File: config.mk
export PLATFORM = sky130hd
export DESIGN_NAME = vcap_dma_channel
export DESIGN_NICKNAME = d
export VERILOG_FILES = /design/src/hdl/vcap_pkg.sv /design/src/hdl/vcap_dma_channel.sv
export SDC_FILE = /design/constraint.sdc
export NUM_CORES = 1
export LEC_CHECK = 0
export ABC_AREA = 1
export BUFFER_PORTS_ARGS = -buffer_cell sky130_fd_sc_hd__clkbuf_2
export CAP_MARGIN = 0
export CELL_PAD_IN_SITES_DETAIL_PLACEMENT = 1
export CELL_PAD_IN_SITES_GLOBAL_PLACEMENT = 2
export CORE_ASPECT_RATIO = 0.5
export CORE_UTILIZATION = 34
export DETAILED_ROUTE_END_ITERATION = 7
export MAX_ROUTING_LAYER = met4
export PLACE_DENSITY = 0.88
export RECOVER_POWER = 25
export SETUP_SLACK_MARGIN = 0.5
export SLEW_MARGIN = 25
export SYNTH_ARGS = -nofsm -noshare
export SYNTH_HDL_FRONTEND = slang
export SYNTH_SLANG_ARGS = --single-unit
File: constraint.sdc
create_clock -name clk_i -period 7.9 [get_ports clk_i]
set_input_delay 0.79 -clock clk_i [delete_from_list [all_inputs] [get_ports clk_i]]
set_output_delay 0.79 -clock clk_i [all_outputs]
set_load 0.02 [all_outputs]
File: src/hdl/vcap_pkg.sv
// Contract
// - Register access is one aligned 64-bit doubleword
// - Undefined register bits read back as zero
// - Two modes: field capture, interleaved frame assembly
// - Each captured field starts on fresh page; in frame assembly the second field starts one line into the first field's page
// - Descriptor: address plus valid, jump, stop flags
// - Four-entry cache, entry zero drives address
// - Page offset advances eight bytes per doubleword
// - Rollover shifts cache; invalid head fetches group
// - Rollover is any nonzero-to-zero page offset change
// - Valid stop at head halts DMA, flags
// - Fetch pointer write invalidates cache, starts fetch
// - No video accepted while disabled; threshold requests
// - Address from offset and descriptor; length maximum
// - Burst ends on empty or rollover, bus kept
// - Empty FIFO ends DMA, drops request
// - End-of-field starts DMA ignoring threshold
// - Empty after end-of-field flags and shifts once
// - Line end skips a line, keeps bus
// - First field end reloads frame base, skips line
// - Second field end updates base, refetches group
// - Line counter steps eight, clears at length
// - Valid jump at head fetches from its address
// - Fetch pointer advances sixteen per group fetch
package vcap_pkg;

	// Register indexes; byte address is index times eight
	localparam logic [4:0] REG_CTRL   = 5'h00;
	localparam logic [4:0] REG_STAT   = 5'h01;
	localparam logic [4:0] REG_LSIZE  = 5'h02;
	localparam logic [4:0] REG_LCNT   = 5'h03;
	localparam logic [4:0] REG_PIDX   = 5'h04;
	localparam logic [4:0] REG_NEXT   = 5'h05;
	localparam logic [4:0] REG_START  = 5'h06;
	localparam logic [4:0] REG_DESC0  = 5'h07;
	localparam logic [4:0] REG_DESC3  = 5'h0A;
	localparam logic [4:0] REG_THRESH = 5'h0B;
	localparam logic [4:0] REG_LEVEL  = 5'h0C;

	// Field positions
	localparam int CTRL_EN_BIT   = 0;
	localparam int CTRL_ILV_BIT  = 1;
	localparam int STAT_EOF_BIT  = 0;
	localparam int STAT_STOP_BIT = 1;
	localparam int IDX_LSB       = 3;
	localparam int IDX_MSB       = 11;
	localparam int PTR_MSB       = 29;
	localparam int PAGE_LSB      = 12;

	// Reset values and fixed codes
	localparam logic [7:0]  THRESH_RST = 8'h40;
	localparam logic [7:0]  LEN_MAX    = 8'hFF;
	localparam logic [7:0]  LEN_FETCH  = 8'h01;
	localparam logic [29:0] FETCH_STEP = 30'h00000010;

	// One cached descriptor
	typedef struct packed {
		logic        valid;
		logic        stop;
		logic        jump;
		logic [29:0] ptr;
	} desc_type;

	// One system bus request
	typedef struct packed {
		logic        valid;
		logic        we;
		logic        first;
		logic [31:0] addr;
		logic [7:0]  len;
		logic [63:0] data;
	} mem_req_type;

	typedef enum logic [2:0] {
		S_IDLE, S_LOAD, S_WRITE, S_CHECK, S_FETCH_A, S_FETCH_W, S_HALT
	} state_type;

endpackage : vcap_pkg

File: src/hdl/vcap_dma_channel.sv
// The address map and register access over Wishbone were decided locally.
`timescale 1ns/100ps
module vcap_dma_channel
(
	input  wire logic                  clk_i,
	input  wire logic                  rst_i,
	input  wire logic                  wb_cyc_i,
	input  wire logic                  wb_stb_i,
	input  wire logic                  wb_we_i,
	input  wire logic [7:3]            wb_adr_i,
	input  wire logic [63:0]           wb_dat_i,
	output logic      [63:0]           wb_dat_o,
	output logic                       wb_ack_o,
	input  wire logic [7:0]            fifo_level_i,
	input  wire logic                  fifo_empty_i,
	input  wire logic [63:0]           fifo_data_i,
	input  wire logic                  eof_i,
	output logic                       fifo_pop_o,
	output logic                       vid_accept_o,
	output logic                       arb_req_o,
	input  wire logic                  arb_gnt_i,
	output vcap_pkg::mem_req_type      mem_req_o,
	input  wire logic                  mem_ready_i,
	input  wire logic                  mem_rvalid_i,
	input  wire logic [63:0]           mem_rdata_i,
	output logic                       eof_flag_o,
	output logic                       stop_flag_o
);

	// Software-visible state
	logic                  ctrl_en_r;     // Channel enable
	logic                  ctrl_ilv_r;    // Frame assembly mode
	logic                  stat_eof_r;    // Sticky end-of-field
	logic                  stat_stop_r;   // Sticky end of table
	logic [8:0]            line_size_r;   // Line length, doublewords minus one
	logic [8:0]            line_cnt_r;    // Doubleword within line
	logic [8:0]            page_idx_r;    // Doubleword within page
	logic [29:0]           next_ptr_r;    // Descriptor fetch pointer
	logic [29:0]           start_ptr_r;   // Frame base pointer
	logic [7:0]            thresh_r;      // Request threshold
	vcap_pkg::desc_type    desc_r [0:3];  // Descriptor cache

	// Engine state
	vcap_pkg::state_type   state_r;
	vcap_pkg::mem_req_type mem_req_r;
	logic                  pop_r;         // FIFO pop pulse
	logic                  req_r;         // Arbiter request
	logic                  accept_r;      // Video write permission
	logic                  eof_pend_r;    // Field tail in FIFO
	logic                  fetch_pend_r;  // Software-triggered fetch
	logic                  shift_pend_r;  // Software-triggered rollover
	logic                  burst_new_r;   // Next beat opens a burst
	logic                  field_r;       // Second field of frame
	logic                  beat_r;        // Second fetch beat due

	// Bus slave state
	logic                  ack_r;
	logic [63:0]           dat_r;
	logic [63:0]           rd_val;
	logic                  wr_acc;
	logic [1:0]            desc_sel;

	// Datapath helpers
	logic                  line_end;
	logic [10:0]           pidx_sum;
	logic                  roll;
	logic                  start_cond;

	assign wb_dat_o     = dat_r;
	assign wb_ack_o     = ack_r;
	assign fifo_pop_o   = pop_r;
	assign arb_req_o    = req_r;
	assign mem_req_o    = mem_req_r;
	assign vid_accept_o = accept_r;
	assign eof_flag_o   = stat_eof_r;
	assign stop_flag_o  = stat_stop_r;

	// A write lands on the edge that also sees the acknowledge
	assign wr_acc   = wb_cyc_i & wb_stb_i & wb_we_i & ack_r;
	assign desc_sel = 2'(wb_adr_i - vcap_pkg::REG_DESC0);

	// Line end clears the line counter in both modes; it skips a line only when interleaved
	assign line_end = (line_cnt_r == line_size_r);

	// Offset step: one doubleword, plus a skipped line at line end when interleaved
	always_comb
	begin
		pidx_sum = {2'h0, page_idx_r} + 11'h001;
		if (line_end && ctrl_ilv_r)
		begin
			pidx_sum = pidx_sum + {2'h0, line_size_r} + 11'h001;
		end
	end

	// Carry out of the nine bits is a page wrap, to zero when stepping by one, possibly past zero after a line skip
	assign roll = (pidx_sum[10:9] != 2'h0);

	// Start on threshold, or at once when a field has ended
	assign start_cond = ctrl_en_r && (eof_pend_r || (!fifo_empty_i && fifo_level_i >= thresh_r));

	// Register read mux; unmapped or undefined bits give zero
	always_comb
	begin
		rd_val = 64'h0;
		case (wb_adr_i)
			vcap_pkg::REG_CTRL:   rd_val[1:0] = {ctrl_ilv_r, ctrl_en_r};
			vcap_pkg::REG_STAT:   rd_val[1:0] = {stat_stop_r, stat_eof_r};
			vcap_pkg::REG_LSIZE:  rd_val[vcap_pkg::IDX_MSB:vcap_pkg::IDX_LSB] = line_size_r;
			vcap_pkg::REG_LCNT:   rd_val[vcap_pkg::IDX_MSB:vcap_pkg::IDX_LSB] = line_cnt_r;
			vcap_pkg::REG_PIDX:   rd_val[vcap_pkg::IDX_MSB:vcap_pkg::IDX_LSB] = page_idx_r;
			vcap_pkg::REG_NEXT:   rd_val[vcap_pkg::PTR_MSB:0] = next_ptr_r;
			vcap_pkg::REG_START:  rd_val[vcap_pkg::PTR_MSB:0] = start_ptr_r;
			vcap_pkg::REG_THRESH: rd_val[7:0] = thresh_r;
			vcap_pkg::REG_LEVEL:  rd_val[7:0] = fifo_level_i;
			default:
			begin
				if (wb_adr_i >= vcap_pkg::REG_DESC0 && wb_adr_i <= vcap_pkg::REG_DESC3)
				begin
					rd_val[32:0] = desc_r[desc_sel];
				end
			end
		endcase
	end

	// Wishbone slave: answer every cycle one edge after request
	always_ff @(posedge clk_i)
	begin
		if (rst_i)
		begin
			ack_r <= 1'b0;
			dat_r <= 64'h0;
		end
		else
		begin
			// whole doubleword, no length, no lanes
			ack_r <= wb_cyc_i & wb_stb_i & ~ack_r;
			if (wb_cyc_i && wb_stb_i && !ack_r)
			begin
				dat_r <= rd_val;
			end
		end
	end

	// Video side may write only while the channel is enabled
	always_ff @(posedge clk_i)
	begin
		if (rst_i)
		begin
			accept_r <= 1'b0;
		end
		else
		begin
			accept_r <= ctrl_en_r;
		end
	end

	// Registers, descriptor cache and DMA engine share one process,
	// because software and hardware both update the same state
	always_ff @(posedge clk_i)
	begin
		if (rst_i)
		begin
			ctrl_en_r    <= 1'b0;
			ctrl_ilv_r   <= 1'b0;
			stat_eof_r   <= 1'b0;
			stat_stop_r  <= 1'b0;
			line_size_r  <= 9'h000;
			line_cnt_r   <= 9'h000;
			page_idx_r   <= 9'h000;
			next_ptr_r   <= 30'h0;
			start_ptr_r  <= 30'h0;
			thresh_r     <= vcap_pkg::THRESH_RST;
			for (int k = 0; k < 4; k++)
			begin
				desc_r[k] <= '0;
			end
			state_r      <= vcap_pkg::S_IDLE;
			mem_req_r    <= '0;
			pop_r        <= 1'b0;
			req_r        <= 1'b0;
			eof_pend_r   <= 1'b0;
			fetch_pend_r <= 1'b0;
			shift_pend_r <= 1'b0;
			burst_new_r  <= 1'b0;
			field_r      <= 1'b0;
			beat_r       <= 1'b0;
		end
		else
		begin
			pop_r <= 1'b0;
			if (eof_i && ctrl_en_r)
			begin
				eof_pend_r <= 1'b1;
			end
			// Software writes; later hardware updates win
			if (wr_acc)
			begin
				case (wb_adr_i)
					vcap_pkg::REG_CTRL:
					begin
						ctrl_en_r  <= wb_dat_i[vcap_pkg::CTRL_EN_BIT];
						ctrl_ilv_r <= wb_dat_i[vcap_pkg::CTRL_ILV_BIT];
					end
					// Writing zero clears a flag, writing one keeps it
					vcap_pkg::REG_STAT:
					begin
						stat_eof_r  <= stat_eof_r & wb_dat_i[vcap_pkg::STAT_EOF_BIT];
						stat_stop_r <= stat_stop_r & wb_dat_i[vcap_pkg::STAT_STOP_BIT];
					end
					vcap_pkg::REG_LSIZE: line_size_r <= wb_dat_i[vcap_pkg::IDX_MSB:vcap_pkg::IDX_LSB];
					vcap_pkg::REG_LCNT:  line_cnt_r <= wb_dat_i[vcap_pkg::IDX_MSB:vcap_pkg::IDX_LSB];
					vcap_pkg::REG_PIDX:
					begin
						page_idx_r <= wb_dat_i[vcap_pkg::IDX_MSB:vcap_pkg::IDX_LSB];
						if (page_idx_r != 9'h000 && wb_dat_i[vcap_pkg::IDX_MSB:vcap_pkg::IDX_LSB] == 9'h000)
						begin
							shift_pend_r <= 1'b1;
						end
					end
					vcap_pkg::REG_NEXT:
					begin
						next_ptr_r   <= wb_dat_i[vcap_pkg::PTR_MSB:0];
						fetch_pend_r <= 1'b1;
						for (int k = 0; k < 4; k++)
						begin
							desc_r[k].valid <= 1'b0;
						end
					end
					vcap_pkg::REG_START:  start_ptr_r <= wb_dat_i[vcap_pkg::PTR_MSB:0];
					vcap_pkg::REG_THRESH: thresh_r <= wb_dat_i[7:0];
					default:
					begin
						// Writing a cache entry makes it valid
						if (wb_adr_i >= vcap_pkg::REG_DESC0 && wb_adr_i <= vcap_pkg::REG_DESC3)
						begin
							desc_r[desc_sel] <= {1'b1, wb_dat_i[31:0]};
						end
					end
				endcase
			end
			// DMA engine
			case (state_r)
				vcap_pkg::S_IDLE:
				begin
					// Fetches run even while disabled, so setup completes
					if (fetch_pend_r)
					begin
						req_r   <= 1'b1;
						state_r <= vcap_pkg::S_FETCH_A;
					end
					else if (shift_pend_r)
					begin
						for (int k = 0; k < 3; k++)
						begin
							desc_r[k] <= desc_r[k + 1];
						end
						desc_r[3]    <= '0;
						shift_pend_r <= 1'b0;
						state_r      <= vcap_pkg::S_CHECK;
					end
					else if (start_cond)
					begin
						req_r       <= 1'b1;
						burst_new_r <= 1'b1;
						state_r     <= vcap_pkg::S_LOAD;
					end
				end
				vcap_pkg::S_LOAD:
				begin
					if (fetch_pend_r)
					begin
						state_r <= vcap_pkg::S_FETCH_A;
					end
					else if (!ctrl_en_r)
					begin
						req_r   <= 1'b0;
						state_r <= vcap_pkg::S_IDLE;
					end
					else if (arb_gnt_i)
					begin
						if (fifo_empty_i && eof_pend_r)
						begin
							stat_eof_r  <= 1'b1;
							// A field tail arriving in this very cycle must not be lost
							eof_pend_r  <= eof_i;
							burst_new_r <= 1'b1;
							if (!ctrl_ilv_r)
							begin
								for (int k = 0; k < 3; k++)
								begin
									desc_r[k] <= desc_r[k + 1];
								end
								desc_r[3]  <= '0;
								page_idx_r <= 9'h000;
								state_r    <= vcap_pkg::S_CHECK;
							end
							else
							begin
								for (int k = 0; k < 4; k++)
								begin
									desc_r[k].valid <= 1'b0;
								end
								line_cnt_r <= 9'h000;
								field_r    <= ~field_r;
								state_r    <= vcap_pkg::S_FETCH_A;
								if (!field_r)
								begin
									next_ptr_r <= start_ptr_r;
									page_idx_r <= line_size_r + 9'h001;
								end
								else
								begin
									start_ptr_r <= next_ptr_r;
									page_idx_r  <= 9'h000;
								end
							end
						end
						else if (fifo_empty_i)
						begin
							req_r   <= 1'b0;
							state_r <= vcap_pkg::S_IDLE;
						end
						else
						begin
							mem_req_r.valid <= 1'b1;
							mem_req_r.we    <= 1'b1;
							mem_req_r.first <= burst_new_r;
							mem_req_r.addr  <= {2'h0, desc_r[0].ptr[vcap_pkg::PTR_MSB:vcap_pkg::PAGE_LSB],
								page_idx_r, 3'h0};
							mem_req_r.len   <= vcap_pkg::LEN_MAX;
							mem_req_r.data  <= fifo_data_i;
							pop_r           <= 1'b1;
							burst_new_r     <= 1'b0;
							state_r         <= vcap_pkg::S_WRITE;
						end
					end
				end
				vcap_pkg::S_WRITE:
				begin
					if (mem_ready_i)
					begin
						mem_req_r.valid <= 1'b0;
						line_cnt_r <= line_end ? 9'h000 : line_cnt_r + 9'h001;
						page_idx_r <= pidx_sum[8:0];
						if (roll)
						begin
							for (int k = 0; k < 3; k++)
							begin
								desc_r[k] <= desc_r[k + 1];
							end
							desc_r[3]   <= '0;
							burst_new_r <= 1'b1;
							state_r     <= vcap_pkg::S_CHECK;
						end
						else
						begin
							if (line_end && ctrl_ilv_r)
							begin
								burst_new_r <= 1'b1;
							end
							state_r <= vcap_pkg::S_LOAD;
						end
					end
				end
				vcap_pkg::S_CHECK:
				begin
					req_r <= 1'b1;
					if (!desc_r[0].valid)
					begin
						state_r <= vcap_pkg::S_FETCH_A;
					end
					else if (desc_r[0].stop)
					begin
						stat_stop_r <= 1'b1;
						req_r       <= 1'b0;
						state_r     <= vcap_pkg::S_HALT;
					end
					else if (desc_r[0].jump)
					begin
						next_ptr_r <= desc_r[0].ptr;
						state_r    <= vcap_pkg::S_FETCH_A;
					end
					else
					begin
						state_r <= vcap_pkg::S_LOAD;
					end
				end
				vcap_pkg::S_FETCH_A:
				begin
					req_r <= 1'b1;
					if (arb_gnt_i)
					begin
						// Two doublewords carry four descriptors
						mem_req_r.valid <= 1'b1;
						mem_req_r.we    <= 1'b0;
						mem_req_r.first <= 1'b1;
						mem_req_r.addr  <= {2'h0, next_ptr_r[vcap_pkg::PTR_MSB:4], 4'h0};
						mem_req_r.len   <= vcap_pkg::LEN_FETCH;
						mem_req_r.data  <= 64'h0;
						// A pointer written as this fetch issues is fetched again
						fetch_pend_r    <= wr_acc && (wb_adr_i == vcap_pkg::REG_NEXT);
						beat_r          <= 1'b0;
						state_r         <= vcap_pkg::S_FETCH_W;
					end
				end
				vcap_pkg::S_FETCH_W:
				begin
					if (mem_ready_i)
					begin
						mem_req_r.valid <= 1'b0;
					end
					if (mem_rvalid_i)
					begin
						// low word is the earlier descriptor
						desc_r[{beat_r, 1'b0}] <= {1'b1, mem_rdata_i[31:0]};
						desc_r[{beat_r, 1'b1}] <= {1'b1, mem_rdata_i[63:32]};
						beat_r <= 1'b1;
						if (beat_r)
						begin
							next_ptr_r <= next_ptr_r + vcap_pkg::FETCH_STEP;
							state_r    <= vcap_pkg::S_CHECK;
						end
					end
				end
				vcap_pkg::S_HALT:
				begin
					// Leaves only once software disables the channel
					if (!ctrl_en_r)
					begin
						state_r <= vcap_pkg::S_IDLE;
					end
				end
				default: state_r <= vcap_pkg::S_IDLE;
			endcase
		end
	end

	// Assertions
	a_addr_format: assert property (@(posedge clk_i) disable iff (rst_i)
		mem_req_o.valid && mem_req_o.we |-> mem_req_o.addr[2:0] == 3'h0 && mem_req_o.addr[31:30] == 2'h0
		&& mem_req_o.len == 8'hFF) else $error("bad DMA address or length");
	a_read_zero_fill: assert property (@(posedge clk_i) disable iff (rst_i)
		wb_ack_o && !wb_we_i && wb_adr_i == vcap_pkg::REG_CTRL |-> wb_dat_o[63:2] == 62'h0)
		else $error("undefined bits not zero");
	a_video_gate: assert property (@(posedge clk_i) disable iff (rst_i)
		!ctrl_en_r |=> !vid_accept_o) else $error("video accepted while disabled");
	a_page_step: assert property (@(posedge clk_i) disable iff (rst_i)
		state_r == vcap_pkg::S_WRITE && mem_ready_i && !ctrl_ilv_r && !wr_acc
		|=> page_idx_r == 9'($past(page_idx_r) + 9'h001)) else $error("page offset step wrong");
	a_stop_halt: assert property (@(posedge clk_i) disable iff (rst_i)
		state_r == vcap_pkg::S_CHECK && desc_r[0].valid && desc_r[0].stop
		|=> state_r == vcap_pkg::S_HALT && stop_flag_o && !arb_req_o) else $error("stop not honoured");
	a_ptr_invalidate: assert property (@(posedge clk_i) disable iff (rst_i)
		wr_acc && wb_adr_i == vcap_pkg::REG_NEXT |=> !desc_r[0].valid && !desc_r[3].valid
		##[0:4] state_r == vcap_pkg::S_FETCH_A) else $error("pointer write did not refetch");
	a_fetch_advance: assert property (@(posedge clk_i) disable iff (rst_i)
		state_r == vcap_pkg::S_FETCH_W && mem_rvalid_i && beat_r
		|=> next_ptr_r == $past(next_ptr_r) + 30'h0000010) else $error("fetch pointer not advanced");
	a_drain_release: assert property (@(posedge clk_i) disable iff (rst_i)
		state_r == vcap_pkg::S_LOAD && ctrl_en_r && arb_gnt_i && fifo_empty_i && !eof_pend_r && !fetch_pend_r
		|=> !arb_req_o && state_r == vcap_pkg::S_IDLE) else $error("request not dropped");
	a_req_held: assert property (@(posedge clk_i) disable iff (rst_i)
		state_r == vcap_pkg::S_WRITE |-> arb_req_o && fifo_pop_o == $past(state_r != vcap_pkg::S_WRITE))
		else $error("request dropped mid burst");
	a_eof_flag: assert property (@(posedge clk_i) disable iff (rst_i)
		state_r == vcap_pkg::S_LOAD && ctrl_en_r && arb_gnt_i && fifo_empty_i && eof_pend_r && !fetch_pend_r
		|=> eof_flag_o) else $error("end-of-field not flagged");

	c_rollover: cover property (@(posedge clk_i) disable iff (rst_i)
		state_r == vcap_pkg::S_WRITE && mem_ready_i && roll);
	c_field_end: cover property (@(posedge clk_i) disable iff (rst_i) $rose(stat_eof_r));
	c_halt: cover property (@(posedge clk_i) disable iff (rst_i) state_r == vcap_pkg::S_HALT);
	c_line_skip: cover property (@(posedge clk_i) disable iff (rst_i)
		state_r == vcap_pkg::S_WRITE && mem_ready_i && line_end && ctrl_ilv_r);

endmodule : vcap_dma_channel

Word level (Yosys, flattened, before mapping)
Memories as Yosys holds them, arrays and structs flattened. Index checks and enable logic that the tools add are counted.

$add $sub $neg: 7. Order comparisons: 3. Bitwise gates (word level): 134. Multiply operators: 0. Shift-type cells: 0. Reductions and logical operators: 42. Divide/modulo/power cells: 0. Mux-type cells: 205. Equality and inequality tests: 54.

Operator list (number): 2-to-1 mux 30 bit (22); 2-to-1 mux 107 bit (6); 2-to-1 mux 32 bit (12); one-hot mux 106 bit (2 select lines) (1); 2-to-1 mux 9 bit (18); 2-to-1 mux 1 bit (112); one-hot mux 30 bit (3 select lines) (1); bitwise AND 1 bit (62); one-hot mux 18 bit (3 select lines) (1); 2-to-1 mux 3 bit (17); one-hot mux 5 bit (8 select lines) (1); NOT 1 bit (36); one-hot mux 9 bit (2 select lines) (2); 2-to-1 mux 33 bit (1); equality test 2 bit, second input constant (16); bitwise OR 1 bit (32); adder 30 x 5 -> 30 bit, second input constant (1); inequality test 2 bit, second input constant (13); one-hot mux 4 bit (6 select lines) (1); inequality test 3 bit, second input constant (7); one-hot mux 3 bit (7 select lines) (1); AND reduction 7 bit (3); adder 9 x 1 -> 9 bit, second input constant (2); equality test 5 x 3 -> 1 bit, second input constant (3); 47 further kinds (74).

Bits in writable memories: 132. Memories: 1. Latch bits: 0. Bits in read-only memories: 0. Bits of input ports: 215. Flip-flop bits (word level): 252. Logic and storage cells: 474.

Memories: desc_r (words 4, width 33, read ports 5, clocked after Yosys merged registers in 0, wr ports 7, line vcap_dma_channel.sv:41) `vcap_pkg::desc_type desc_r [0:3];`.

Logic depth before layout (Yosys ltp)
Word-level depth: 25. Gate-level depth with buffers: 23. Mapped depth without buffers: 22.

Worst setup path before layout
Ideal clock, no wire load.

Kind: register to register. Start: register page_idx_r[0]. End: memory desc_r[0][0] (netlist name) (enable). Buffers on the path: 1. Cell stages (with the launch flop): 22. Arrival: 3543 ps. Clock period less this slack: 4173 ps. Required time: 7271 ps. Slack: 3727 ps. Library setup time: 629 ps. Cell sequence: dfxtp_1 ha_1 nand2_1 nor2_1 nand2_1 nor3_1 xor2_1 inv_1 ha_1 nand2_1 inv_1 a21oi_1 nand3_1 nand2_1 nand2_1 nand2_1 nand3_2 nand2_4 nand2_4 inv_2 buf_2 nand4_1.

RTL lines: start: declaration (line vcap_dma_channel.sv:37) `logic [8:0] page_idx_r;`; start signal: assignment (line vcap_dma_channel.sv:214) `page_idx_r <= wb_dat_i[vcap_pkg::IDX_MSB:vcap_pkg::IDX_LSB];`; start signal: assignment (line vcap_dma_channel.sv:309) `page_idx_r <= line_size_r + 9'h001;`; start signal: assignment (line vcap_dma_channel.sv:344) `page_idx_r <= pidx_sum[8:0];`; end: declaration (line vcap_dma_channel.sv:41).

==> flow_metrics.py <==
metrics = {
    "setup_path": {
        "worst_setup_path_start_kind": "input port",
        "cp.depth": 16,
        "worst_path_most_repeated_cell": "buf_4",
        "path_cells": "clkbuf_1, inv_1, buf_4, ha_1, inv_1, nor2_1, nand2_1, buf_4, inv_1, buf_4, nor2_1, nand4_2, nor2_4, nand3_2, nand4_1, buf_4",
        "cp_max_fo": 41,
        "slowest_stage": "clkbuf_1",
        "path_buf_inv": 8,
        "worstSetupPathType": "input port to register",
        "cp.required_ps": 8140,
        "critPathMaxStageDelay_ps": 1430,
        "crit_path_end_kind": "register",
        "reg2regPathDepth": 23,
        "arrival_ps": 6440,
        "critPathTopFamily": "buffers and inverters",
    },
    "synthesis": {
        "synth_largest_area_cell": "dfxtp_1",
        "post_synth.cell_area_avg_sq_um": 6.90,
        "yosysMostFrequentCell": "nand2_1",
        "yosysSeqAreaShare": 0.376,
        "synth-warning-count": 0,
        "synth_edf_count": 128,
        "synthMuxAreaShare": 0,
        "synth_common_cells": "nand2_1 (999), inv_1 (298), o21ai_0 (273)",
        "async_reset_ff_frac": 0,
        "syn-instance-count": 3364,
        "synthAdderAreaFrac": 0.0165,
        "ys_types": 57,
        "synth_compound_area_frac": 0.207,
        "synth_xor_area_frac": 0.0102,
        "ys.flop_type": "dfxtp_1",
        "synth_area_leaders": "dfxtp_1 (21%), edfxtp_1 (17%), nand2_1 (16%)",
        "synth-seq-cells": 372,
        "synth_top_area_share": 0.210,
        "yosys.area_share.simple": 0.277,
        "netlist_area_sq_um": 23200,
        "synth_top_family_by_area": "simple AND/OR/NAND/NOR gates",
    },
    "power_and_ir_drop": {
        "vdd_drop_max_v": 0.000142,
        "p_per_area_nw_per_um2": 217,
        "p_leak_nw": 10.8,
    },
    "die": {
        "fp.dieArea_sq_um": 69400,
        "rows": 67,
        "ios": 392,
        "start_util": 0.345,
        "coreArea_sq_um": 67200,
        "die_x_um": 372,
        "die_y_um": 187,
    },
    "layout": {
        "drive_gt1_frac": 0.102,
        "fin_util": 0.392,
        "final_cell_count_no_fill": 4479,
        "final_nets": 3789,
        "layout-area-overhead-vs-synth_pct": 13.5,
    },
    "clocking": {
        "ctsResizeCount": 0,
        "htree_levels": 2,
        "clock_sinks": 372,
        "cts_tree": "done",
        "numCtsBuffers": 42,
        "cts_buffer_depth": 3,
        "cts-root-buf": "clkbuf_16",
        "postCtsSetupBuffers": 0,
        "clk_latency_ps": 610,
        "cts_hold_buf": 0,
        "path_clk_slew_ps": 60,
    },
    "sta": {
        "fmax_mhz": 161,
        "tns_ps": 0,
        "worstMarginPinSlew_ps": 2250,
        "whs_ps": 423,
        "setup_viol": 0,
        "hold_violations": 0,
        "rsz0062_at_grt": "false",
        "fin_crit_ps": 6200,
        "fin_crit_sh": 0.784,
        "relSlewSlack": -0.502,
        "slew_viol_final": 150,
        "clock_skew_ps": 23.5,
    },
    "min_path": {
        "hold_class": "input port to register",
        "hold_depth": 2,
    },
    "global_route": {
        "antenna_found_initial": 4,
        "grt_max_degree": 94,
        "grt_pass1_vias": 24400,
        "grt_overflow_total": 0,
        "grt_pass1_wl_um": 157000,
        "track_usage": 0.305,
    },
    "drt": {
        "vias": 25600,
        "drc": 0,
        "drt-wirelength-per-cell_um": 23.7,
        "drt_first_iter_violations": 2651,
        "wl_um": 106000,
        "antenna_left": 0,
        "routed_via_density": 5.71,
        "drt_first_pass_iters": 6,
    },
    "placement": {
        "port_buffers": 323,
        "placedCellCount": 4396,
        "place.gp.congestion": 0.937,
        "dp_hpwl_um": 71900,
    },
    "outcome": {
        "status": "finished, violations left",
        "violations": "capacitance limit, slew limit",
    },
    "run": {
        "drv_cap": 4,
    },
}
## cells by family after synthesis
group | after synthesis
simple gates | 1486
xor+xnor | 27
buf+inv | 603
fa+ha+maj | 30
flops | 372
other cells | 1
compound gates | 845
## metal layers
layer  vias up  part of all wire  track usage  wire (um)
met1     12600              0.46        0.439      49200
met2      1098              0.43        0.439      45200
met3       123             0.094       0.0584       9930
met4         0             0.017       0.0634       1800
met5         -                 0            -          0
li1      11700                 -            -          -
## report_power, final
group	internal (mW)	switching [mW]	leakage [nW]	total [mW]
Combinational	0.315	1.00	6.79	1.32
Clock	1.16	0.911	0.684	2.07
Sequential	2.19	0.142	3.30	2.33
Total	3.66	2.06	10.8	5.72
## state kept, by name (all words and copies together), names as in the netlist, 3 cells and up
signal / count
line_size_r: 9
mem_req_o: 95
state_r: 3
page_idx_r: 9
thresh_r: 8
next_ptr_r: 30
desc_r: 132
wb_dat_o: 33
start_ptr_r: 30
line_cnt_r: 9
## metrics by stage
| step | setup WS, ps | instance area (sq um) | power, mW |
|---|---|---|---|
| floorplan | 3730 | 23300 | 3.19 |
| global placement | 2340 | 25100 | 3.69 |
| detailed placement | 2310 | 25100 | 3.72 |
| CTS | 2540 | 26500 | 5.79 |
| global route | 1520 | 26400 | 5.95 |
| finish | 1700 | 26400 | 5.72 |
## cell usage in the layout (no fill, tap or decap), drive strengths merged, types with 37 or more instances in the layout
cell type     n
a211oi       62
a21oi       263
a31oi        40
buf          43
clkbuf      389
dfxtp       244
edfxtp      128
inv         330
nand2      1007
nand3       132
nand4       166
nor2        133
o211ai       37
o21ai       350
## worst paths after layout
check	startpoint	end	slack (ps)
min reg2reg	mem_req_o[59]	mem_req_o[59]	470
min	eof_i	eof_pend_r	420
max reg2reg	page_idx_r[0]	desc_r[0][4]	2620
max	wb_adr_i[3]	desc_r[0][20]	1700
## cell type report
type                            instances  area [sq um]
Antenna cell                            5          12.5
Inverter                              335          1260
Tap cell                              897          1120
Clock inverter                         14           135
Sequential cell                       372          8730
Clock buffer                           63          1240
Timing Repair Buffer                  369          1810
Fill cell                            8677         40900
Multi-Input combinational cell       2424         12000
Power figures use the tool's default switching activity.
